==> src/hw/sideband_pkg.sv <==
// Purpose: constants shared by the module sideband control block
// Assumes: pclk at 20 MHz; 2-wire bus sampled on pclk
// Notes:   Operation list below; tags appear in the design
//
// Operation
// - answer 2-wire traffic only while selected
// - long reset pulse restores all defaults
// - completion interrupt posted with not-ready cleared
// - power-up posts completion interrupt unprompted
// - undriven init control reads high
// - init control high: low power until enabled
// - init control low: high power after init
// - present line tied low while inserted
// - interrupt low flags fault or critical status
// - interrupt output is open collector
// - memory map reached over 2-wire bus
package sideband_pkg;

  // ----------------------------------------------------------------
  // timing
  // ----------------------------------------------------------------
  localparam int unsigned CLK_PERIOD_NS    = 50;
  localparam int unsigned RESET_MIN_NS     = 10000;
  localparam int unsigned RESET_MIN_CYC    = (RESET_MIN_NS + CLK_PERIOD_NS - 1) / CLK_PERIOD_NS;
  localparam int unsigned INIT_NS          = 2000;
  localparam int unsigned INIT_CYC         = (INIT_NS + CLK_PERIOD_NS - 1) / CLK_PERIOD_NS;

  // ----------------------------------------------------------------
  // memory map and 2-wire address
  // ----------------------------------------------------------------
  localparam int unsigned MAP_DEPTH_DEF    = 64;
  localparam logic [6:0]  DEVICE_ADDR_DEF  = 7'h50;
  localparam logic [7:0]  MAP_STATUS_IDX   = 8'h00;
  localparam logic [7:0]  MAP_HOSTCTL_IDX  = 8'h01;
  localparam int unsigned MST_NOT_READY    = 0;
  localparam int unsigned MST_RESET_DONE   = 1;
  localparam int unsigned MST_FAULT        = 2;
  localparam int unsigned MST_HIGH_POWER   = 3;
  localparam int unsigned HCT_HP_ENABLE    = 0;

  // ----------------------------------------------------------------
  // apb registers
  // ----------------------------------------------------------------
  localparam logic [7:0]  CTRL_OFFSET      = 8'h00;
  localparam logic [7:0]  STATUS_OFFSET    = 8'h04;
  localparam int unsigned CTRL_FAULT_POST  = 0;

  // ----------------------------------------------------------------
  // 2-wire bus states, gray along the usual path
  // ----------------------------------------------------------------
  typedef enum logic [2:0] {
    TW_IDLE  = 3'b000,
    TW_ADDR  = 3'b001,
    TW_AACK  = 3'b011,
    TW_WR    = 3'b010,
    TW_WACK  = 3'b110,
    TW_RD    = 3'b111,
    TW_RACK  = 3'b101
  } tw_state_t;

endpackage

==> src/hw/module_sideband_control.sv <==
// Purpose: sideband control of a pluggable module: select, reset, init mode,
//          present, interrupt, and a 2-wire slave onto the memory map
// Assumes: all pins asynchronous to pclk; scl slow against pclk
// Notes:   firmware reaches control/status over apb
//
// Decided for this implementation: the APB slave port and the register addresses.
`timescale 1ns/1ps
module module_sideband_control #(
  parameter int unsigned RESET_MIN_CYCLES = sideband_pkg::RESET_MIN_CYC,
  parameter int unsigned INIT_CYCLES      = sideband_pkg::INIT_CYC,
  parameter int unsigned MAP_DEPTH        = sideband_pkg::MAP_DEPTH_DEF,
  parameter logic [6:0]  DEVICE_ADDR      = sideband_pkg::DEVICE_ADDR_DEF
) (
  input  wire logic        pclk,
  input  wire logic        presetn,
  input  wire logic        psel,
  input  wire logic        penable,
  input  wire logic        pwrite,
  input  wire logic [7:0]  paddr,
  input  wire logic [31:0] pwdata,
  output logic             pready,
  output logic [31:0]      prdata,
  output logic             pslverr,
  input  wire logic        module_select_n,
  input  wire logic        module_reset_n,
  input  wire logic        init_control_select,
  input  wire logic        scl_i,
  input  wire logic        sda_i,
  output logic             sda_o,
  output logic             sda_oe,
  input  wire logic        interrupt_n_i,
  output logic             interrupt_n_o,
  output logic             interrupt_n_oe,
  output logic             module_present_n,
  output logic             high_power
);
  import sideband_pkg::*;

  localparam int unsigned PW = $clog2(MAP_DEPTH);

  if (MAP_DEPTH < 4 || MAP_DEPTH > 256 || (MAP_DEPTH & (MAP_DEPTH - 1)) != 0) begin : g_chk_depth
    $error("MAP_DEPTH must be a power of two from 4 to 256");
  end
  if (RESET_MIN_CYCLES < 1 || RESET_MIN_CYCLES > 65535 || INIT_CYCLES < 1 || INIT_CYCLES > 65535) begin : g_chk_cnt
    $error("cycle counts must lie in 1..65535");
  end

  // ----------------------------------------------------------------
  // pin synchronisers: {int, sda, scl, init, reset, select}
  // ----------------------------------------------------------------
  logic [5:0] sync1_reg;
  logic [5:0] sync2_reg;
  always_ff @(posedge pclk or negedge presetn) begin
    if (!presetn) begin
      sync1_reg <= 6'h3F;
      sync2_reg <= 6'h3F;
    end else begin
      sync1_reg <= {interrupt_n_i, sda_i, scl_i, init_control_select, module_reset_n, module_select_n};
      sync2_reg <= sync1_reg;
    end
  end

  wire msel_n_s  = sync2_reg[0];
  wire rst_low   = ~sync2_reg[1];
  wire init_s    = sync2_reg[2];
  wire scl_s     = sync2_reg[3];
  wire sda_s     = sync2_reg[4];
  wire int_low_s = ~sync2_reg[5];

  // ----------------------------------------------------------------
  // module reset: pulse must outlast the minimum length
  // ----------------------------------------------------------------
  logic [15:0] rst_cnt_reg;
  wire         settings_clear = rst_low && (rst_cnt_reg == 16'(RESET_MIN_CYCLES));
  always_ff @(posedge pclk or negedge presetn) begin
    if (!presetn)
      rst_cnt_reg <= 16'h0000;
    else if (!rst_low)
      rst_cnt_reg <= 16'h0000;
    else if (!settings_clear)
      rst_cnt_reg <= rst_cnt_reg + 16'h0001;
  end

  // ----------------------------------------------------------------
  // management init timer, status flags, power mode
  // ----------------------------------------------------------------
  logic        not_ready_reg;
  logic [15:0] init_cnt_reg;
  logic        reset_done_reg;
  logic        fault_reg;
  logic        init_mode_reg;
  logic        high_power_reg;
  logic [7:0]  host_ctrl_reg;
  logic        status_read;
  logic        fault_post;

  wire done_set = not_ready_reg && !settings_clear && (init_cnt_reg == 16'(INIT_CYCLES - 1));
  wire hp_next  = !not_ready_reg && !settings_clear && (init_mode_reg ? host_ctrl_reg[HCT_HP_ENABLE] : 1'b1);

  always_ff @(posedge pclk or negedge presetn) begin
    if (!presetn) begin
      not_ready_reg <= 1'b1;
      init_cnt_reg  <= 16'h0000;
    end else if (settings_clear) begin
      not_ready_reg <= 1'b1;
      init_cnt_reg  <= 16'h0000;
    end else if (not_ready_reg) begin
      not_ready_reg <= !done_set;
      init_cnt_reg  <= init_cnt_reg + 16'h0001;
    end
  end

  // set wins over the clear-on-read of the status byte
  always_ff @(posedge pclk or negedge presetn) begin
    if (!presetn) begin
      reset_done_reg <= 1'b0;
      fault_reg      <= 1'b0;
    end else begin
      reset_done_reg <= done_set || (reset_done_reg && !status_read && !settings_clear);
      fault_reg      <= fault_post || (fault_reg && !status_read && !settings_clear);
    end
  end

  // init level captured once per init; host must hold it steady
  always_ff @(posedge pclk or negedge presetn) begin
    if (!presetn)
      init_mode_reg <= 1'b1;
    else if (done_set)
      init_mode_reg <= init_s;
  end

  always_ff @(posedge pclk or negedge presetn) begin
    if (!presetn)
      high_power_reg <= 1'b0;
    else
      high_power_reg <= hp_next;
  end

  // ----------------------------------------------------------------
  // pin outputs
  // ----------------------------------------------------------------
  logic intr_oe_reg;
  logic sda_drive_reg;
  logic present_reg;
  always_ff @(posedge pclk or negedge presetn) begin
    if (!presetn) begin
      intr_oe_reg <= 1'b0;
      present_reg <= 1'b0;
    end else begin
      intr_oe_reg <= (reset_done_reg || fault_reg) && !not_ready_reg;
      present_reg <= 1'b0;
    end
  end
  assign interrupt_n_o    = 1'b0;
  assign interrupt_n_oe   = intr_oe_reg;
  assign sda_o            = 1'b0;
  assign sda_oe           = sda_drive_reg;
  assign module_present_n = present_reg;
  assign high_power       = high_power_reg;

  // ----------------------------------------------------------------
  // 2-wire slave onto the memory map
  // ----------------------------------------------------------------
  tw_state_t  state_reg;
  logic       scl_prev_reg;
  logic       sda_prev_reg;
  logic [7:0] shift_reg;
  logic [2:0] bit_cnt_reg;
  logic       byte_done_reg;
  logic       rw_reg;
  logic       first_reg;
  logic       nack_reg;
  logic [7:0] ptr_reg;
  logic [7:0] map_mem [MAP_DEPTH];

  wire scl_rise = scl_s && !scl_prev_reg;
  wire scl_fall = !scl_s && scl_prev_reg;
  wire start_c  = scl_s && scl_prev_reg && sda_prev_reg && !sda_s;
  wire stop_c   = scl_s && scl_prev_reg && !sda_prev_reg && sda_s;
  wire selected = !msel_n_s;
  wire addr_hit = (shift_reg[7:1] == DEVICE_ADDR);
  wire [7:0] status_byte = {4'h0, high_power_reg, fault_reg, reset_done_reg, not_ready_reg};
  wire [7:0] rd_byte = (ptr_reg == MAP_STATUS_IDX)  ? status_byte :
                       (ptr_reg == MAP_HOSTCTL_IDX) ? host_ctrl_reg : map_mem[ptr_reg[PW-1:0]];
  wire load_rd  = scl_fall && ((state_reg == TW_AACK && rw_reg) || (state_reg == TW_RACK && !nack_reg));
  wire wr_byte  = scl_fall && state_reg == TW_WR && byte_done_reg && !first_reg;
  assign status_read = load_rd && (ptr_reg == MAP_STATUS_IDX);

  always_ff @(posedge pclk or negedge presetn) begin
    if (!presetn) begin
      scl_prev_reg <= 1'b1;
      sda_prev_reg <= 1'b1;
    end else begin
      scl_prev_reg <= scl_s;
      sda_prev_reg <= sda_s;
    end
  end

  always_ff @(posedge pclk or negedge presetn) begin
    if (!presetn) begin
      state_reg     <= TW_IDLE;
      sda_drive_reg <= 1'b0;
      shift_reg     <= 8'h00;
      bit_cnt_reg   <= 3'h0;
      byte_done_reg <= 1'b0;
      rw_reg        <= 1'b0;
      first_reg     <= 1'b0;
      nack_reg      <= 1'b0;
      ptr_reg       <= 8'h00;
    end else if (!selected || settings_clear || stop_c) begin
      state_reg     <= TW_IDLE;
      sda_drive_reg <= 1'b0;
    end else if (start_c) begin
      state_reg     <= TW_ADDR;
      sda_drive_reg <= 1'b0;
      bit_cnt_reg   <= 3'h0;
      byte_done_reg <= 1'b0;
    end else if (scl_rise) begin
      case (state_reg)
        TW_ADDR, TW_WR: begin
          shift_reg     <= {shift_reg[6:0], sda_s};
          bit_cnt_reg   <= bit_cnt_reg + 3'h1;
          byte_done_reg <= (bit_cnt_reg == 3'h7);
        end
        TW_RD: begin
          bit_cnt_reg   <= bit_cnt_reg + 3'h1;
          byte_done_reg <= (bit_cnt_reg == 3'h7);
        end
        TW_RACK: nack_reg <= sda_s;
        default: ;
      endcase
    end else if (scl_fall) begin
      case (state_reg)
        TW_ADDR: if (byte_done_reg) begin
          state_reg     <= addr_hit ? TW_AACK : TW_IDLE;
          sda_drive_reg <= addr_hit;
          rw_reg        <= shift_reg[0];
          first_reg     <= 1'b1;
        end
        TW_WR: if (byte_done_reg) begin
          state_reg     <= TW_WACK;
          sda_drive_reg <= 1'b1;
          first_reg     <= 1'b0;
          ptr_reg       <= first_reg ? shift_reg : ptr_reg + 8'h01;
        end
        TW_AACK, TW_WACK: begin
          bit_cnt_reg   <= 3'h0;
          byte_done_reg <= 1'b0;
          state_reg     <= (state_reg == TW_AACK && rw_reg) ? TW_RD : TW_WR;
          shift_reg     <= rd_byte;
          sda_drive_reg <= (state_reg == TW_AACK && rw_reg) ? !rd_byte[7] : 1'b0;
        end
        TW_RD: begin
          if (byte_done_reg) begin
            state_reg     <= TW_RACK;
            sda_drive_reg <= 1'b0;
            ptr_reg       <= ptr_reg + 8'h01;
          end else begin
            shift_reg     <= {shift_reg[6:0], 1'b0};
            sda_drive_reg <= !shift_reg[6];
          end
        end
        TW_RACK: begin
          state_reg     <= nack_reg ? TW_IDLE : TW_RD;
          shift_reg     <= rd_byte;
          bit_cnt_reg   <= 3'h0;
          byte_done_reg <= 1'b0;
          sda_drive_reg <= !nack_reg && !rd_byte[7];
        end
        default: state_reg <= TW_IDLE;
      endcase
    end
  end

  // map storage; a long reset returns every byte to zero
  always_ff @(posedge pclk or negedge presetn) begin
    if (!presetn) begin
      host_ctrl_reg <= 8'h00;
      for (int i = 0; i < MAP_DEPTH; i++)
        map_mem[i] <= 8'h00;
    end else if (settings_clear) begin
      host_ctrl_reg <= 8'h00;
      for (int i = 0; i < MAP_DEPTH; i++)
        map_mem[i] <= 8'h00;
    end else if (wr_byte) begin
      if (ptr_reg == MAP_HOSTCTL_IDX)
        host_ctrl_reg <= shift_reg;
      else if (ptr_reg != MAP_STATUS_IDX)
        map_mem[ptr_reg[PW-1:0]] <= shift_reg;
    end
  end

  // ----------------------------------------------------------------
  // apb slave: one wait-free access phase
  // ----------------------------------------------------------------
  logic        pready_reg;
  logic [31:0] prdata_reg;
  logic        pslverr_reg;
  wire setup_c  = psel && !penable;
  wire hit_ctrl = (paddr == CTRL_OFFSET);
  wire hit_stat = (paddr == STATUS_OFFSET);
  wire [31:0] status_word = {26'h0, int_low_s, selected, high_power_reg, init_mode_reg,
                             settings_clear, not_ready_reg};
  assign fault_post = psel && penable && pready_reg && pwrite && hit_ctrl && pwdata[CTRL_FAULT_POST];

  always_ff @(posedge pclk or negedge presetn) begin
    if (!presetn) begin
      pready_reg  <= 1'b0;
      prdata_reg  <= 32'h00000000;
      pslverr_reg <= 1'b0;
    end else begin
      pready_reg  <= setup_c;
      prdata_reg  <= (setup_c && !pwrite && hit_stat) ? status_word : 32'h00000000;
      pslverr_reg <= setup_c && !(hit_ctrl || hit_stat);
    end
  end
  assign pready  = pready_reg;
  assign prdata  = prdata_reg;
  assign pslverr = pslverr_reg;
endmodule  // module_sideband_control

==> config.mk <==
export PLATFORM = sky130hd
export DESIGN_NAME = module_sideband_control
export DESIGN_NICKNAME = d
export VERILOG_FILES = /design/src/hw/sideband_pkg.sv /design/src/hw/module_sideband_control.sv
export SDC_FILE = /design/constraint.sdc
export NUM_CORES = 1
export LEC_CHECK = 0
export BUFFER_PORTS_ARGS = -buffer_cell sky130_fd_sc_hd__buf_2
export CAP_MARGIN = 10
export CORE_MARGIN = 4
export CORE_UTILIZATION = 50
export DETAILED_ROUTE_END_ITERATION = 10
export PLACE_DENSITY_LB_ADDON = 0.08
export SLEW_MARGIN = 10
export SYNTH_ARGS = -nofsm -noshare
export SYNTH_HDL_FRONTEND = slang
export SYNTH_SLANG_ARGS = --single-unit
==> constraint.sdc <==
create_clock -name pclk -period 6.9 [get_ports pclk]
set_clock_uncertainty 0.2 [all_clocks]
set_input_delay 1.035 -clock pclk [delete_from_list [all_inputs] [get_ports pclk]]
set_output_delay 1.035 -clock pclk [all_outputs]
set_load 0.02 [all_outputs]
==> impl_metrics.csv <==
group,metric,value,unit
run_status,outcome,"finished clean",
job,drv_cap,0,
worst_setup_path,cp.required,7.16,ns
die,die_h,256,um
worst_setup_path,crit_type,"reg -> reg",
timing,max_freq,0.237,GHz
synth,yosysMostFrequentCell,"dfrtp_1",
pwr,powerDensity,245,nW/um2
clock_tree,tritoncts,"yes",
grt,grt_overflow_total,0,
clock_tree,cts_buffers,69,
timing,hold_violations,0,
die,row_count,90,
synth,synth_ff_type,"dfrtp_1",
detailed_routing,ant_nets,0,
die,die_area,65800,um2
die,die_x,256,um
worst_setup_path,crit_fanout,52,
pwr,ir_drop,0.185,mV
clock_tree,cts_hold_repair.buffers,0,
clock_tree,cts_setup_buffers,0,
clock_tree,ctsHtreeMaxLevel,3,
synth,netlist_instances,3368,
synth,synth_top_area_frac,0.479,
worst_setup_path,crit_arrival,4.47,ns
timing,relSlewSlack,0.224,
finish,fin_cells,4052,
clock_tree,cts_root_buf,"clkbuf_16",
timing,setup_viol_count_final,0,
clock_tree,cts_resized,0,
placed_design,gp_congestion,0.908,
timing,slew_viol_final,0,
finish,stdcell_area,33400,um2
timing,rsz0062_at_grt,"false",
synth,synth.area.top_cells,"dfrtp_1 48%, o21ai_0 8.1%, a21oi_1 7.8%, nand2_1 6.4%, mux2i_1 5.4%",
grt,grt_max_degree,178,
placed_design,placed_area,31100,um2
synth,ys_seq_elements,607,
clock_tree,clock-sinks,607,
synth,synthArstFlopShare,1.00,
detailed_routing,drc_errors,0,
synth,synth_area,30900,um2
detailed_routing,first_pass_iters,6,
synth,yosys-top-cells-count,"591 x dfrtp_1, 524 x nand2_1, 501 x o21ai_0, 484 x a21oi_1, 236 x clkbuf_1",
timing,final.setup.tns,0,ns
timing,finalCriticalPeriod,4.21,ns
worst_setup_path,end_kind,"flop",
grt,grt_pass1_wl,160,mm
grt,grt_use_total,0.310,
finish,layout.nets,3277,
detailed_routing,num_vias,26281,
clock_tree,clk_path_buf_depth,3,
synth,synth_cell_type_count,92,
finish,layout-area-overhead-vs-synth,8.37,%
detailed_routing,wl,104,mm
synth,synth_seq_area_share,0.493,
detailed_routing,drtIter0Drc,3401,
die,ios,91,
placed_design,hpwl,60.0,mm
clock_tree,clk_latency,0.62,ns
pwr,finalPower,0.00819,W
hold_path,min-delay-path-class,"reg -> reg",
synth,avgSynthCellArea,9.16,um2
synth,ys_warn_count,0,
worst_setup_path,start_kind,"flop",
detailed_routing,viasPerCell,6.49,
synth,synth-edff-count,0,
pwr,p_leak,14.0,nW
grt,antenna_found_initial,3,
timing,fin_crit_sh,0.611,
die,core-area,60700,um2
clock_tree,clk_pin_slew,0.06,ns
finish,drive_gt1_frac,0.113,
timing,worstMarginPinSlew,1.16,ns
placed_design,portBuffers,30,
finish,n_antenna_cell,0,
finish,largest_register_ffs,512,
synth,yosysTopAreaCell,"dfrtp_1",
grt,grt_pass1_vias,25786,
die,initial_core_util,0.508,
placed_design,place_inst,3926,
detailed_routing,wl_per_cell,25.6,um
worst max-delay path, stage by stage, from the launching register on:
cell and delay (ns):
dfrtp_4 0.70, buf_12 0.31, inv_2 0.70, nor2_1 0.46, a222oi_1 0.58, o32ai_1 0.23
nor4_1 0.60, o32ai_1 0.19
final timing paths:
kind / startpoint / endpoint / slack, ns / depth (start not counted)
max: ptr_reg[2] / shift_reg[2] / 2.69 / 7
min: sync1_reg[5] / sync2_reg[5] / 0.15 / 0
max reg2reg: ptr_reg[2] / shift_reg[2] / 2.69 / 7
min reg2reg: sync1_reg[5] / sync2_reg[5] / 0.15 / 0
max in group asynchronous: presetn / map_mem[248] / 4.82 / 2
min in group asynchronous: presetn / map_mem[486] / 0.26 / 1
area by class of cell:
| class | count | area (um2) |
|---|---|---|
| fillers | 5421 | 27300 |
| well taps | 782 | 978 |
| inverters | 20 | 77.6 |
| flip-flops and latches | 607 | 15200 |
| clock inverters | 29 | 319 |
| repair buffers | 95 | 711 |
| clock buffers | 97 | 2010 |
| multi-input cells | 2422 | 14100 |
cell usage in the layout, fill, tap and decap left out, drive strengths merged, types with 8 or more instances in the layout:
cell,count
nor4,14
nand4,16
mux4,29
nor3,9
conb,29
inv,25
clkbuf,97
nand3,39
a221oi,35
and2,11
o211ai,8
clkinv,16
xnor2,9
a31oi,14
o21ai,502
and3,11
ha,11
xor2,20
nor2b,12
mux2,41
o22ai,46
mux2i,167
a21oi,484
o22a,9
buf,95
dfrtp,591
nor2,204
a221o,12
nand2b,11
dfstp,16
nand2,527
a22oi,28
a22o,16
routing by layer:
metal	GRT usage	vias to the layer above	routed length (um)
met4	0.111	2	3990
met1	0.439	13258	42900
met3	0.0709	249	9880
met2	0.473	1225	47100
li1	-	11547	-
met5	0	-	7
power breakdown:
part           switching [W]  internal [W]
Clock                0.00154       0.00227
Combinational       0.000645      0.000107
Sequential         0.0000260       0.00360
cells by family after synthesis:
kind of cell,after synthesis,share of synthesized area
flops,607,0.493
simple gates,900,0.129
buf+inv,367,0.0547
mux,237,0.0905
xor+xnor,30,0.00900
compound gates,1215,0.219
other cells,1,0.000122
fa+ha+maj,11,0.00446
per-stage QoR:
step / setup slack, ns / hold WS, ns / util
after floorplan: 4.11 / 0.145 / -
after global placement: 2.89 / 0.146 / 0.513
after detailed placement: 2.88 / 0.147 / 0.513
after CTS: 2.87 / 0.155 / 0.551
after global routing: 2.72 / 0.157 / 0.551
final: 2.69 / 0.153 / 0.551
Power figures use the tool's default switching activity.
